File: src/tcc_pkg.sv
// Package for the timer capture/compare and interrupt flag block.
`default_nettype none
package tcc_pkg;
    // Data-space byte addresses of the registers.
    localparam logic [7:0] ADDR_IRQ_FLAGS = 8'h36;
    localparam logic [7:0] IO_SPACE_OFFSET = 8'h20;
    localparam logic [7:0] ADDR_IRQ_MASK = 8'h6F;
    localparam logic [7:0] ADDR_CAPTURE = 8'h86;
    localparam logic [7:0] ADDR_CMP_A = 8'h88;
    localparam logic [7:0] ADDR_CMP_B = 8'h8A;
    localparam logic [7:0] HIGH_BYTE_STEP = 8'h01;
    localparam logic [7:0] EXT_IO_BASE = 8'h60;
    // Flag and mask bit positions.
    localparam int BIT_OVF = 0;
    localparam int BIT_MATCH_A = 1;
    localparam int BIT_MATCH_B = 2;
    localparam int BIT_CAPTURE = 5;
    localparam logic [7:0] FLAG_MASK = 8'h27;
    localparam logic [7:0] REG8_RESET = 8'h00;
    localparam logic [15:0] REG16_RESET = 16'h0000;
    localparam logic [15:0] COUNT_MAX = 16'hFFFF;
    // Waveform modes that matter here.
    localparam logic [3:0] WGM_NORMAL = 4'h0;
    localparam logic [3:0] WGM_CTC_A = 4'h4;
    localparam logic [3:0] WGM_PFC_ICR = 4'h8;
    localparam logic [3:0] WGM_PC_ICR = 4'hA;
    localparam logic [3:0] WGM_CTC_ICR = 4'hC;
    localparam logic [3:0] WGM_FAST_ICR = 4'hE;

    typedef struct packed {
        logic wr;
        logic rd;
        logic [7:0] addr;
        logic [7:0] wdata;
    } tcc_bus_t;

    typedef struct packed {
        logic capture;
        logic matchB;
        logic matchA;
        logic overflow;
    } tcc_irq_t;

    typedef enum logic [1:0] {
        TCC_IDLE = 2'b00,
        TCC_HIGH_HELD = 2'b01
    } tcc_latch_state_t;
endpackage
`default_nettype wire
File: src/tcc_capture_compare.sv
// Capture, compare, interrupt mask and flag logic of a 16-bit timer.
// What this block does
// - Capture event copies counter into capture register.
// - Capture register can act as counter top.
// - Shared high-byte latch makes 16-bit access atomic.
// - Low byte at base, high byte base plus one.
// - Both compare registers matched against counter on timer ticks.
// - Capture request needs mask bit 5, global flag.
// - Match B request needs mask bit 2, global flag.
// - Match A request needs mask bit 1, global flag.
// - Overflow request needs mask bit 0, global flag.
// - Capture pin event sets capture flag bit 5.
// - Capture-as-top mode sets capture flag at top.
// - Match flags set two cycles after counter equals compare.
// - Forced compare strobes never set match flags.
// - Normal and clear-on-match modes flag overflow.
// - Vector execution clears its interrupt flag.
// - Writing one clears a flag, zero leaves it.
// - Flag register at 0x36 data, 0x16 I/O.
// - Edge select: zero falling, one rising.
// - Capture-as-top mode disconnects the capture pin.
`default_nettype none
module tcc_capture_compare
    import tcc_pkg::*;
(
    input wire logic clock, // System clock.
    input wire logic rst_n, // Asynchronous reset, active low.
    input wire tcc_pkg::tcc_bus_t bus, // Byte-wide register access.
    input wire logic ioSpace, // Access uses the short I/O address space.
    output logic [7:0] readData, // Read data, valid the cycle after rd.
    input wire logic [15:0] counterValue, // Running counter.
    input wire logic timerTick, // Timer clock enable pulse.
    input wire logic counterWritten, // Counter written, blocks next match.
    input wire logic counterOverflow, // Counter wrapped this tick.
    input wire logic [3:0] waveformModeSelect, // Waveform mode.
    input wire logic captureEdgeSelect, // Capture edge select.
    input wire logic captureInputPin, // Capture pin, synchronous.
    input wire logic comparatorOut, // Analog comparator output.
    input wire logic captureFromComparator, // Use comparator as source.
    input wire logic forceMatchAStrobe, // Forced compare on channel A.
    input wire logic forceMatchBStrobe, // Forced compare on channel B.
    input wire logic globalIrqEnable, // Global interrupt flag of the core.
    input wire tcc_pkg::tcc_irq_t vectorTaken, // Vector executed pulses.
    output tcc_pkg::tcc_irq_t irqRequest, // Interrupt requests.
    output logic [15:0] captureValue, // Capture register, also top.
    output logic captureIsTop, // Capture register selected as top.
    output logic matchAEvent, // Channel A match toward waveform logic.
    output logic matchBEvent // Channel B match toward waveform logic.
);
    import tcc_pkg::*;

    function automatic logic hitAddr(input logic [7:0] a, input logic [7:0] base,
                                     input logic high);
        hitAddr = (a == (high ? 8'(base + HIGH_BYTE_STEP) : base));
    endfunction

    logic [7:0] flags_q, flags_d, mask_q, mask_d, temp_q, temp_d, rdata_d;
    logic [15:0] cmpA_q, cmpA_d, cmpB_q, cmpB_d, cap_q, cap_d;
    logic block_q, block_d, mA_q, mA_d, mB_q, mB_d;
    logic src_q, src_d;
    tcc_irq_t irq_d;
    tcc_latch_state_t lst_q, lst_d;
    logic [7:0] addr, setv, clrv;
    logic icrTop, src, capEvent, eqA, eqB, flagAcc;

    always_comb begin
        // I/O-space addresses are the data address minus the fixed offset;
        // only the flag register lives below the extended area.
        addr = bus.addr;
        if (ioSpace) begin
            addr = 8'(bus.addr + IO_SPACE_OFFSET);
        end
        // Extended registers answer only to data-space accesses.
        flagAcc = hitAddr(addr, ADDR_IRQ_FLAGS, 1'b0);
        if (ioSpace && addr >= EXT_IO_BASE) begin
            addr = 8'h00;
        end
        icrTop = (waveformModeSelect == WGM_PFC_ICR) || (waveformModeSelect == WGM_PC_ICR)
            || (waveformModeSelect == WGM_CTC_ICR) || (waveformModeSelect == WGM_FAST_ICR);
        src = captureFromComparator ? comparatorOut : captureInputPin;
        src_d = src;
        // Edge on the selected source; the pin is ignored when it is the top.
        capEvent = !icrTop && (captureEdgeSelect ? (src && !src_q)
                                                  : (!src && src_q));
        eqA = timerTick && !block_q && (counterValue == cmpA_q);
        eqB = timerTick && !block_q && (counterValue == cmpB_q);
        block_d = counterWritten ? 1'b1 : (timerTick ? 1'b0 : block_q);
        mA_d = eqA;
        mB_d = eqB;
        // Set sources; force strobes deliberately play no part here.
        setv = REG8_RESET;
        setv[BIT_MATCH_A] = mA_q;
        setv[BIT_MATCH_B] = mB_q;
        setv[BIT_CAPTURE] = capEvent
            || (icrTop && timerTick && counterValue == cap_q);
        setv[BIT_OVF] = counterOverflow && ((waveformModeSelect == WGM_NORMAL)
            || (waveformModeSelect == WGM_CTC_A) || (waveformModeSelect == WGM_CTC_ICR));
        clrv = REG8_RESET;
        clrv[BIT_OVF] = vectorTaken.overflow;
        clrv[BIT_MATCH_A] = vectorTaken.matchA;
        clrv[BIT_MATCH_B] = vectorTaken.matchB;
        clrv[BIT_CAPTURE] = vectorTaken.capture;
        if (bus.wr && flagAcc) begin
            clrv = clrv | bus.wdata;
        end
        flags_d = ((flags_q & ~clrv) | setv) & FLAG_MASK;

        mask_d = mask_q;
        cmpA_d = cmpA_q;
        cmpB_d = cmpB_q;
        cap_d = capEvent ? counterValue : cap_q;
        temp_d = temp_q;
        lst_d = lst_q;
        rdata_d = REG8_RESET;
        if (bus.wr) begin
            if (hitAddr(addr, ADDR_IRQ_MASK, 1'b0)) begin
                mask_d = bus.wdata & FLAG_MASK;
            end
            // High byte goes to the shared latch; the low write commits both.
            if (hitAddr(addr, ADDR_CMP_A, 1'b1) || hitAddr(addr, ADDR_CMP_B, 1'b1)
                || hitAddr(addr, ADDR_CAPTURE, 1'b1)) begin
                temp_d = bus.wdata;
                lst_d = TCC_HIGH_HELD;
            end
            if (hitAddr(addr, ADDR_CMP_A, 1'b0)) begin
                cmpA_d = {temp_q, bus.wdata};
                lst_d = TCC_IDLE;
            end
            if (hitAddr(addr, ADDR_CMP_B, 1'b0)) begin
                cmpB_d = {temp_q, bus.wdata};
                lst_d = TCC_IDLE;
            end
            // A capture event in the same cycle wins over a software write of the low byte.
            if (hitAddr(addr, ADDR_CAPTURE, 1'b0) && !capEvent) begin
                cap_d = {temp_q, bus.wdata};
                lst_d = TCC_IDLE;
            end
        end else if (bus.rd) begin
            case (1'b1)
                flagAcc: rdata_d = flags_q;
                hitAddr(addr, ADDR_IRQ_MASK, 1'b0): rdata_d = mask_q;
                hitAddr(addr, ADDR_CMP_A, 1'b0): rdata_d = cmpA_q[7:0];
                hitAddr(addr, ADDR_CMP_A, 1'b1): rdata_d = cmpA_q[15:8];
                hitAddr(addr, ADDR_CMP_B, 1'b0): rdata_d = cmpB_q[7:0];
                hitAddr(addr, ADDR_CMP_B, 1'b1): rdata_d = cmpB_q[15:8];
                hitAddr(addr, ADDR_CAPTURE, 1'b0): begin
                    // Low read snapshots the high byte for the next read.
                    rdata_d = cap_q[7:0];
                    temp_d = cap_q[15:8];
                    lst_d = TCC_HIGH_HELD;
                end
                hitAddr(addr, ADDR_CAPTURE, 1'b1): begin
                    rdata_d = temp_q;
                    lst_d = TCC_IDLE;
                end
                default: rdata_d = REG8_RESET;
            endcase
        end
        irq_d.capture = flags_q[BIT_CAPTURE] && mask_q[BIT_CAPTURE] && globalIrqEnable;
        irq_d.matchB = flags_q[BIT_MATCH_B] && mask_q[BIT_MATCH_B] && globalIrqEnable;
        irq_d.matchA = flags_q[BIT_MATCH_A] && mask_q[BIT_MATCH_A] && globalIrqEnable;
        irq_d.overflow = flags_q[BIT_OVF] && mask_q[BIT_OVF] && globalIrqEnable;
    end

    always_ff @(posedge clock or negedge rst_n) begin
        if (!rst_n) begin
            flags_q <= REG8_RESET;
            mask_q <= REG8_RESET;
            temp_q <= REG8_RESET;
            readData <= REG8_RESET;
            cmpA_q <= REG16_RESET;
            cmpB_q <= REG16_RESET;
            cap_q <= REG16_RESET;
            captureValue <= REG16_RESET;
            captureIsTop <= 1'b0;
            src_q <= 1'b0;
            block_q <= 1'b0;
            mA_q <= 1'b0;
            mB_q <= 1'b0;
            matchAEvent <= 1'b0;
            matchBEvent <= 1'b0;
            irqRequest <= '0;
            lst_q <= TCC_IDLE;
        end else begin
            flags_q <= flags_d;
            mask_q <= mask_d;
            temp_q <= temp_d;
            readData <= rdata_d;
            cmpA_q <= cmpA_d;
            cmpB_q <= cmpB_d;
            cap_q <= cap_d;
            captureValue <= cap_d;
            captureIsTop <= icrTop;
            src_q <= src_d;
            block_q <= block_d;
            mA_q <= mA_d;
            mB_q <= mB_d;
            matchAEvent <= eqA || forceMatchAStrobe;
            matchBEvent <= eqB || forceMatchBStrobe;
            irqRequest <= irq_d;
            lst_q <= lst_d;
        end
    end
endmodule
`default_nettype wire

File: config.mk
export PLATFORM = sky130hd
export DESIGN_NAME = tcc_capture_compare
export DESIGN_NICKNAME = d
export VERILOG_FILES = /design/src/tcc_pkg.sv /design/src/tcc_capture_compare.sv
export SDC_FILE = /design/constraint.sdc
export NUM_CORES = 1
export LEC_CHECK = 0
export BUFFER_PORTS_ARGS = -buffer_cell sky130_fd_sc_hd__buf_2
export CORE_ASPECT_RATIO = 2
export CORE_MARGIN = 2
export CORE_UTILIZATION = 43
export DETAILED_ROUTE_END_ITERATION = 16
export GPL_TIMING_DRIVEN = 0
export PLACE_DENSITY_LB_ADDON = 0.3
export SYNTH_ARGS = -nofsm -noshare
export SYNTH_HDL_FRONTEND = slang
export SYNTH_SLANG_ARGS = --single-unit
File: constraint.sdc
create_clock -name clock -period 3.5 [get_ports clock]
set_clock_uncertainty 0.15 [all_clocks]
set_input_delay 0.175 -clock clock [delete_from_list [all_inputs] [get_ports clock]]
set_output_delay 0.175 -clock clock [all_outputs]
set_load 0.1 [all_outputs]
; ---- Word-level counts from Yosys, hierarchy flattened
; Index checks and enable logic that the tools add are counted.
[totals]
regBits = 83
in_bits = 55
out_inout_bits = 31
elab_cells = 120
[classes]
add_sub_neg = 1
magnitude_cmp = 1
eq_ne = 23
muxes = 30
bitwise_logic = 4
n_reduce_logical = 43
[ops]
columns = op, count
row1 = $mux W8, 22
row2 = $eq A16 B16 Y1, 3
row3 = $eq A8 B8 Y1 const B, 6
row4 = $mux W16, 3
row5 = $logic_and A1 B1 Y1, 20
row6 = $eq A4 B4 Y1 const B, 4
row7 = $ne A2 B2 Y1 const B, 6
row8 = $or A6 B6 Y6, 2
row9 = $logic_or A1 B1 Y1, 10
row10 = $reduce_and A9 Y1, 1
row11 = $add A8 B6 Y8 const B, 1
row12 = $eq A8 B6 Y1 const B, 1
row13 = $eq A8 B7 Y1 const B, 1
row14 = $ge A8 B7 Y1 const B, 1
row15 = $and A6 B6 Y6, 1
row16 = $mux W6, 1
row17 = $not A6 Y6, 1
row18 = $reduce_and A2 Y1, 3
row19 = $reduce_bool A2 Y1, 3
row20 = $logic_not A1 Y1, 5
row21 = $eq A4 B3 Y1 const B, 1
row22 = $logic_not A4 Y1, 1
row23 = $mux W1, 4
row24 = $ne A2 B1 Y1 const B, 1

; ---- Longest topological paths before layout
[logic_depth]
word_depth = 16
ltp_mapped = 7
ltp_nobuf = 6

; ---- Least setup slack after synthesis
; OpenSTA, ideal clock, no wires.
[synth_path]
kind = flip-flop to flip-flop
startpoint = register cap_q[4]
endpoint = register flags_q[5]
t_arrival_ns = 1.808
slack_ns = 1.477
path_stages_with_launch = 6
path_buffers = 0
period_less_slack_ns = 2.023
path_cell_list = dfrtp_1 > xor2_1 > nor4_1 > nand4_1 > nor4_1 > or3_1
[synth_via]
elab_chain_cells = 4
[synth_lines]
columns = element, line_no
row1 = from (decl), tcc_capture_compare.sv:58  ; logic [15:0] cmpA_q, cmpA_d, cmpB_q, cmpB_d, cap_q, cap_d;
row2 = from (signal assigned), tcc_capture_compare.sv:191  ; cap_q <= cap_d;
row3 = $eq A16 B16 Y1, tcc_capture_compare.sv:95  ; || (icrTop && timerTick && counterValue == cap_q);
row4 = $logic_and A1 B1 Y1, tcc_capture_compare.sv:95
row5 = $logic_or A1 B1 Y1, tcc_capture_compare.sv:95
row6 = $or A6 B6 Y6, tcc_capture_compare.sv:106  ; flags_d = ((flags_q & ~clrv) | setv) & FLAG_MASK;
row7 = named net flags_d[5], tcc_capture_compare.sv:57  ; logic [7:0] flags_q, flags_d, mask_q, mask_d, temp_q, temp_d, rdata_d;
row8 = to (signal assigned), tcc_capture_compare.sv:185  ; flags_q <= flags_d;
row9 = to (decl), tcc_capture_compare.sv:57
; The timed path passes the listed nets, and every way through them passes these cells.
; A chain may end at the register's enable or synchronous reset.

; ---- Final worst setup path
[layout_path]
startpoint = input port comparatorOut
endpoint = register cap_q[2]
[layout_via]
elab_chain_cells = 9
[layout_lines]
columns = element, line_no
row1 = from (decl), tcc_capture_compare.sv:38  ; input wire logic comparatorOut,
row2 = $mux W1 (*), tcc_capture_compare.sv:80  ; src = captureFromComparator ? comparatorOut : captureInputPin;
row3 = named net src, tcc_capture_compare.sv:64  ; logic icrTop, src, capEvent, eqA, eqB, flagAcc;
row4 = $logic_not A1 Y1, tcc_capture_compare.sv:84  ; : (!src && src_q));
row5 = $logic_and A1 B1 Y1, tcc_capture_compare.sv:84
row6 = $mux W1 (*), tcc_capture_compare.sv:83  ; capEvent = !icrTop && (captureEdgeSelect ? (src && !src_q)
row7 = $logic_and A1 B1 Y1 (*), tcc_capture_compare.sv:83
row8 = $logic_not A1 Y1, tcc_capture_compare.sv:134  ; if (hitAddr(addr, ADDR_CAPTURE, 1'b0) && !capEvent) begin
row9 = $logic_and A1 B1 Y1, tcc_capture_compare.sv:134
row10 = $mux W16, tcc_capture_compare.sv:134
row11 = $mux W16 (*), tcc_capture_compare.sv:115  ; if (bus.wr) begin
row12 = named net cap_d[2], tcc_capture_compare.sv:58
; Mark *: on every way through the listed nets, which the timed path passes. The rest lies on a longest branch.

==> impl_summary.txt <==
----------------------------------------------------
[Timing]
  Fin. max-slew vios ... 0
  Period Utilization, post-route ... a little under three quarters
  Time the worst path needs with I/O delays and setup ... ~2500 ps
  Setup repair after global routing missed its margin ... no
  Setup violations, final ... 0
  Worst Tran Pin Value ... 923.9 ps
  Worst relative slew slack ... 38.41%
  Fmax ... roughly 400 MHz
  Hold Fails Final Rpt ... 0
  Final setup TNS ... 0 ps

[Pwr]
  Maximum vdd ir drop ... 0.0003591 V
  Seq pwr share ... 39.1%
  Leak Pwr ... 2.763 nW
  Combinational share of power ... 27.7%
  Portion of total power attributed to the clock network ... 33.2%
  Cell Pwr Density ... 524.1 nW/um2
  Sw Ratio ... a little over a third
  Internal power ... 0.001888 W
  P_sw ... 0.001073 W

[Placed design]
  Cells after DPL ... about 600
  HPWL reported at the end of detailed placement ... 9.951 mm
  Final weighted congestion in routability-driven placement ... 0.9208
  Number of I/O port buffers ... 84

[Yosys]
  Top cell type's share of synthesized area ... 45.47%
  Syn_nets ... between 400 and 500
  Most common cell in the netlist ... sky130_fd_sc_hd__dfrtp_1
  Number of distinct standard cells referenced by the synthesized netlist ... 53
  Synth Register Bits ... 83
  Gate count of the mapped netlist ... 379
  Warning count from the yosys run ... 0
  Post-synth design cell area ... 4568 um2
  Most instantiated flip-flop cell in the synthesis netlist ... sky130_fd_sc_hd__dfrtp_1
  Number of enable-type register cells in the synthesized netlist ... 0
  Most frequent cells after synthesis ... 83 x sky130_fd_sc_hd__dfrtp_1, 41 x sky130_fd_sc_hd__mux2i_1, 39 x sky130_fd_sc_hd__mux2_2
  Synthesized area per cell ... 12.05 um2
  Main area contributors after synthesis ... sky130_fd_sc_hd__dfrtp_1 45%, sky130_fd_sc_hd__mux2_2 9.6%, sky130_fd_sc_hd__mux2i_1 9.0%, sky130_fd_sc_hd__xor2_1 6.9%, sky130_fd_sc_hd__mux4_2 3.5%
  Fraction of the yosys area taken by sequential cells ... approximately 45%
  Share of synthesized registers carrying an async set or reset ... 100.0%
  Library cell occupying the most area in the post-synthesis netlist ... sky130_fd_sc_hd__dfrtp_1

[Worst setup path]
  Critical Path RT ... ~3600 ps
  Endpoint class of the critical path ... flop
  Crit path DAT ... approximately 2500 ps
  Worst setup path category ... input pin to flop
  Startpoint kind of the worst setup timing path ... input pin
  Maximum fanout encountered on the critical timing path ... 10

[Clock network]
  Deepest clock path buffer count ... 2
  Clock tree root driver cell ... sky130_fd_sc_hd__clkbuf_16
  Number of clock sinks ... 83
  Clock tree from TritonCTS ... yes
  Buffers inserted during post-CTS setup optimization ... 0
  H-tree levels ... 3
  Worst-Skew Late Latency ... 340 ps
  Clock transition at the registers of the reported paths ... 60 ps
  Total CTS buffers ... 9
  Post-cts repair resize count ... 0

[Layout]
  Combined area of the multi-input logic cells ... 2380 um2
  Number of nets in the layout ... roughly 550
  Area growth syn-to-layout ... 23.69%
  Post-layout util ... 54.27%
  Diode insertion count for antenna repair ... 0
  Total of fill cells in the finished design ... 940
  Combined flip-flop and latch cell area ... ~2100 um2
  Proportion of layout cells with a drive suffix above 1 ... 34.95%
  Post-route non-filler standard cell count ... 632

[Drt]
  Post-route ant nets ... 0
  Number of vias in the routed layout ... 3583
  Number of design rule violations left after detail routing ... 0
  Sum of routed wire length over all layers ... 13.28 mm
  Count of routing violations after the opening detailed-route iteration ... ~210
  Detailed-router iteration count before antenna repair ... 4
  Drt via density ... 5.669
  Routed length per placed instance ... around 21 um

[Global route]
  GRT Residual Overflow ... 0
  Maximum number of pins on one net before global-route repair ... 45
  Wire length of the first global-routing pass ... 20.53 mm
  GRT Total Usage ... approximately a quarter
  Via count of the first global-routing pass ... 3748
  Antenna violations before repair ... 0

[Min path]
  Type of the worst min-delay path ... input pin to flop

[Floorplan]
  Width of the die ... 76.88 um
  Core area ... 10410 um2
  Effective utilization at floorplan ... 43.88%
  # IOs ... 86
  Height of the die ... around 150 um
  Floorplan die area ... 11510 um2
  Cell Rows ... 53

[Run status]
  Result of the run ... complete, no violations

[Flow run]
  Max-cap violation count ... 0

----------------------------------------------------
-- routing by layer --
metal,track usage (%),up-vias,share of wire [%]
met2,43.55,124,55
li1,-,1607,-
met4,14.73,0,5.4
met1,26.06,1813,35
met5,0,-,0
met3,3.619,39,4.7
-- logic make-up (layout without fill, tap and decap cells) --
group / Yosys count / count (layout) / synth area share (%)
flip-flops: 83 / 83 / 45.47
multiplexers: 92 / 92 / 23.61
AO/OA/AOI/OAI: 45 / 45 / 7.861
AND/OR/NAND/NOR: 87 / 87 / 10.96
adder cells (fa/ha/maj): 1 / 1 / 0.2739
buffers and inverters: 22 / 138 / 2.438
XOR/XNOR: 49 / 49 / 9.395
-- worst max-delay path: stages --
cell                            delay, ps
sky130_fd_sc_hd__dlygate4sd3_1        530
sky130_fd_sc_hd__buf_2                110
sky130_fd_sc_hd__mux2_2               270
sky130_fd_sc_hd__mux2i_1              170
sky130_fd_sc_hd__nor2_2               590
sky130_fd_sc_hd__buf_4                380
sky130_fd_sc_hd__mux2i_1              210
sky130_fd_sc_hd__o21ai_0               90
-- cell type report --
cell class              count  area share [%]
multi-input cells         274           42.12
flip-flops and latches     83           36.76
repair buffers            102           10.85
clock buffers              11           4.119
well taps                 137           3.034
plain buffers              14           1.439
clock inverters             3           1.151
inverters                   8          0.5314
-- repair_timing --
action	in CTS	in global routing
endpoints found under the setup margin	0	0
endpoints found under the hold margin	67	0
hold buffers	17	0
-- registers in the layout, summed over array words and instances, names as in the netlist --
name          flops
cmpB_q           16
mask_q            4
captureIsTop      1
readData          8
block_q           1
irqRequest        4
cmpA_q           16
cap_q            16
flags_q           4
temp_q            8
src_q             1
matchBEvent       1
mB_q              1
mA_q              1
matchAEvent       1
-- cells in the final DEF (no fill, tap or decap), types with 2 or more instances in the layout --
cell type,netlist,final
sky130_fd_sc_hd__a22oi_1,4,4
sky130_fd_sc_hd__a32o_1,2,2
sky130_fd_sc_hd__bufinv_16,0,2
sky130_fd_sc_hd__mux2_4,4,4
sky130_fd_sc_hd__mux2_2,39,39
sky130_fd_sc_hd__buf_4,4,5
sky130_fd_sc_hd__buf_2,5,88
sky130_fd_sc_hd__xnor2_1,13,13
sky130_fd_sc_hd__xor2_1,36,36
sky130_fd_sc_hd__a22o_1,2,2
sky130_fd_sc_hd__buf_1,2,2
sky130_fd_sc_hd__or3_1,2,2
sky130_fd_sc_hd__a31o_2,2,2
sky130_fd_sc_hd__and3_1,4,4
sky130_fd_sc_hd__or2_2,3,3
sky130_fd_sc_hd__nand4_1,8,8
sky130_fd_sc_hd__o21ai_0,17,17
sky130_fd_sc_hd__dfrtp_1,83,83
sky130_fd_sc_hd__nor3_1,5,5
sky130_fd_sc_hd__nor2b_1,6,6
sky130_fd_sc_hd__dlygate4sd3_1,0,17
sky130_fd_sc_hd__a221o_1,3,3
sky130_fd_sc_hd__clkbuf_16,0,9
sky130_fd_sc_hd__clkbuf_1,2,4
sky130_fd_sc_hd__mux2i_1,41,41
sky130_fd_sc_hd__a311oi_1,3,3
sky130_fd_sc_hd__nand2b_1,6,6
sky130_fd_sc_hd__nor2_2,2,2
sky130_fd_sc_hd__mux4_2,7,7
sky130_fd_sc_hd__nand3_1,3,3
sky130_fd_sc_hd__a21oi_1,3,3
sky130_fd_sc_hd__nand2_1,22,22
sky130_fd_sc_hd__nor2_1,8,8
sky130_fd_sc_hd__inv_1,8,8
sky130_fd_sc_hd__nor4_1,9,9
-- through the flow --
stage          hold WS [ps]  total power, W  setup WS (ps)  instance area (um2)
3_3_place_gp          205.2        0.001961           1147                 5160
3_5_place_dp          57.54        0.001979           1120                 5182
2_1_floorplan        -270.6        0.001749           1477                 4568
6_report              23.70        0.002961           1009                 5650
4_1_cts               18.12        0.002972          986.5                 5650
5_1_grt               30.02        0.003062          851.4                 5650
-- power groups by stage --
stage               sequential, W  combinational [W]  clock [W]
floorplan                 0.00151           0.000239          0
finish                    0.00116           0.000821   0.000983
global placement          0.00117           0.000794          0
CTS                       0.00116           0.000825   0.000992
detailed placement        0.00117           0.000808          0
global route              0.00117           0.000862    0.00103
-- worst paths after layout --
check | start | to | slack, ps | cells past startpoint
max | comparatorOut | cap_q[2] | 1010 | 8
min | bus[5] | cap_q[5] | 20 | 3
max reg2reg | src_q | cap_q[2] | 1310 | 6
min reg2reg | mB_q | flags_q[2] | 290 | 1
max in group asynchronous | rst_n | cmpA_q[1] | 2360 | 3
min in group asynchronous | rst_n | irqRequest[0] | 220 | 2
Note: power is estimated with default switching activity, not from simulation.
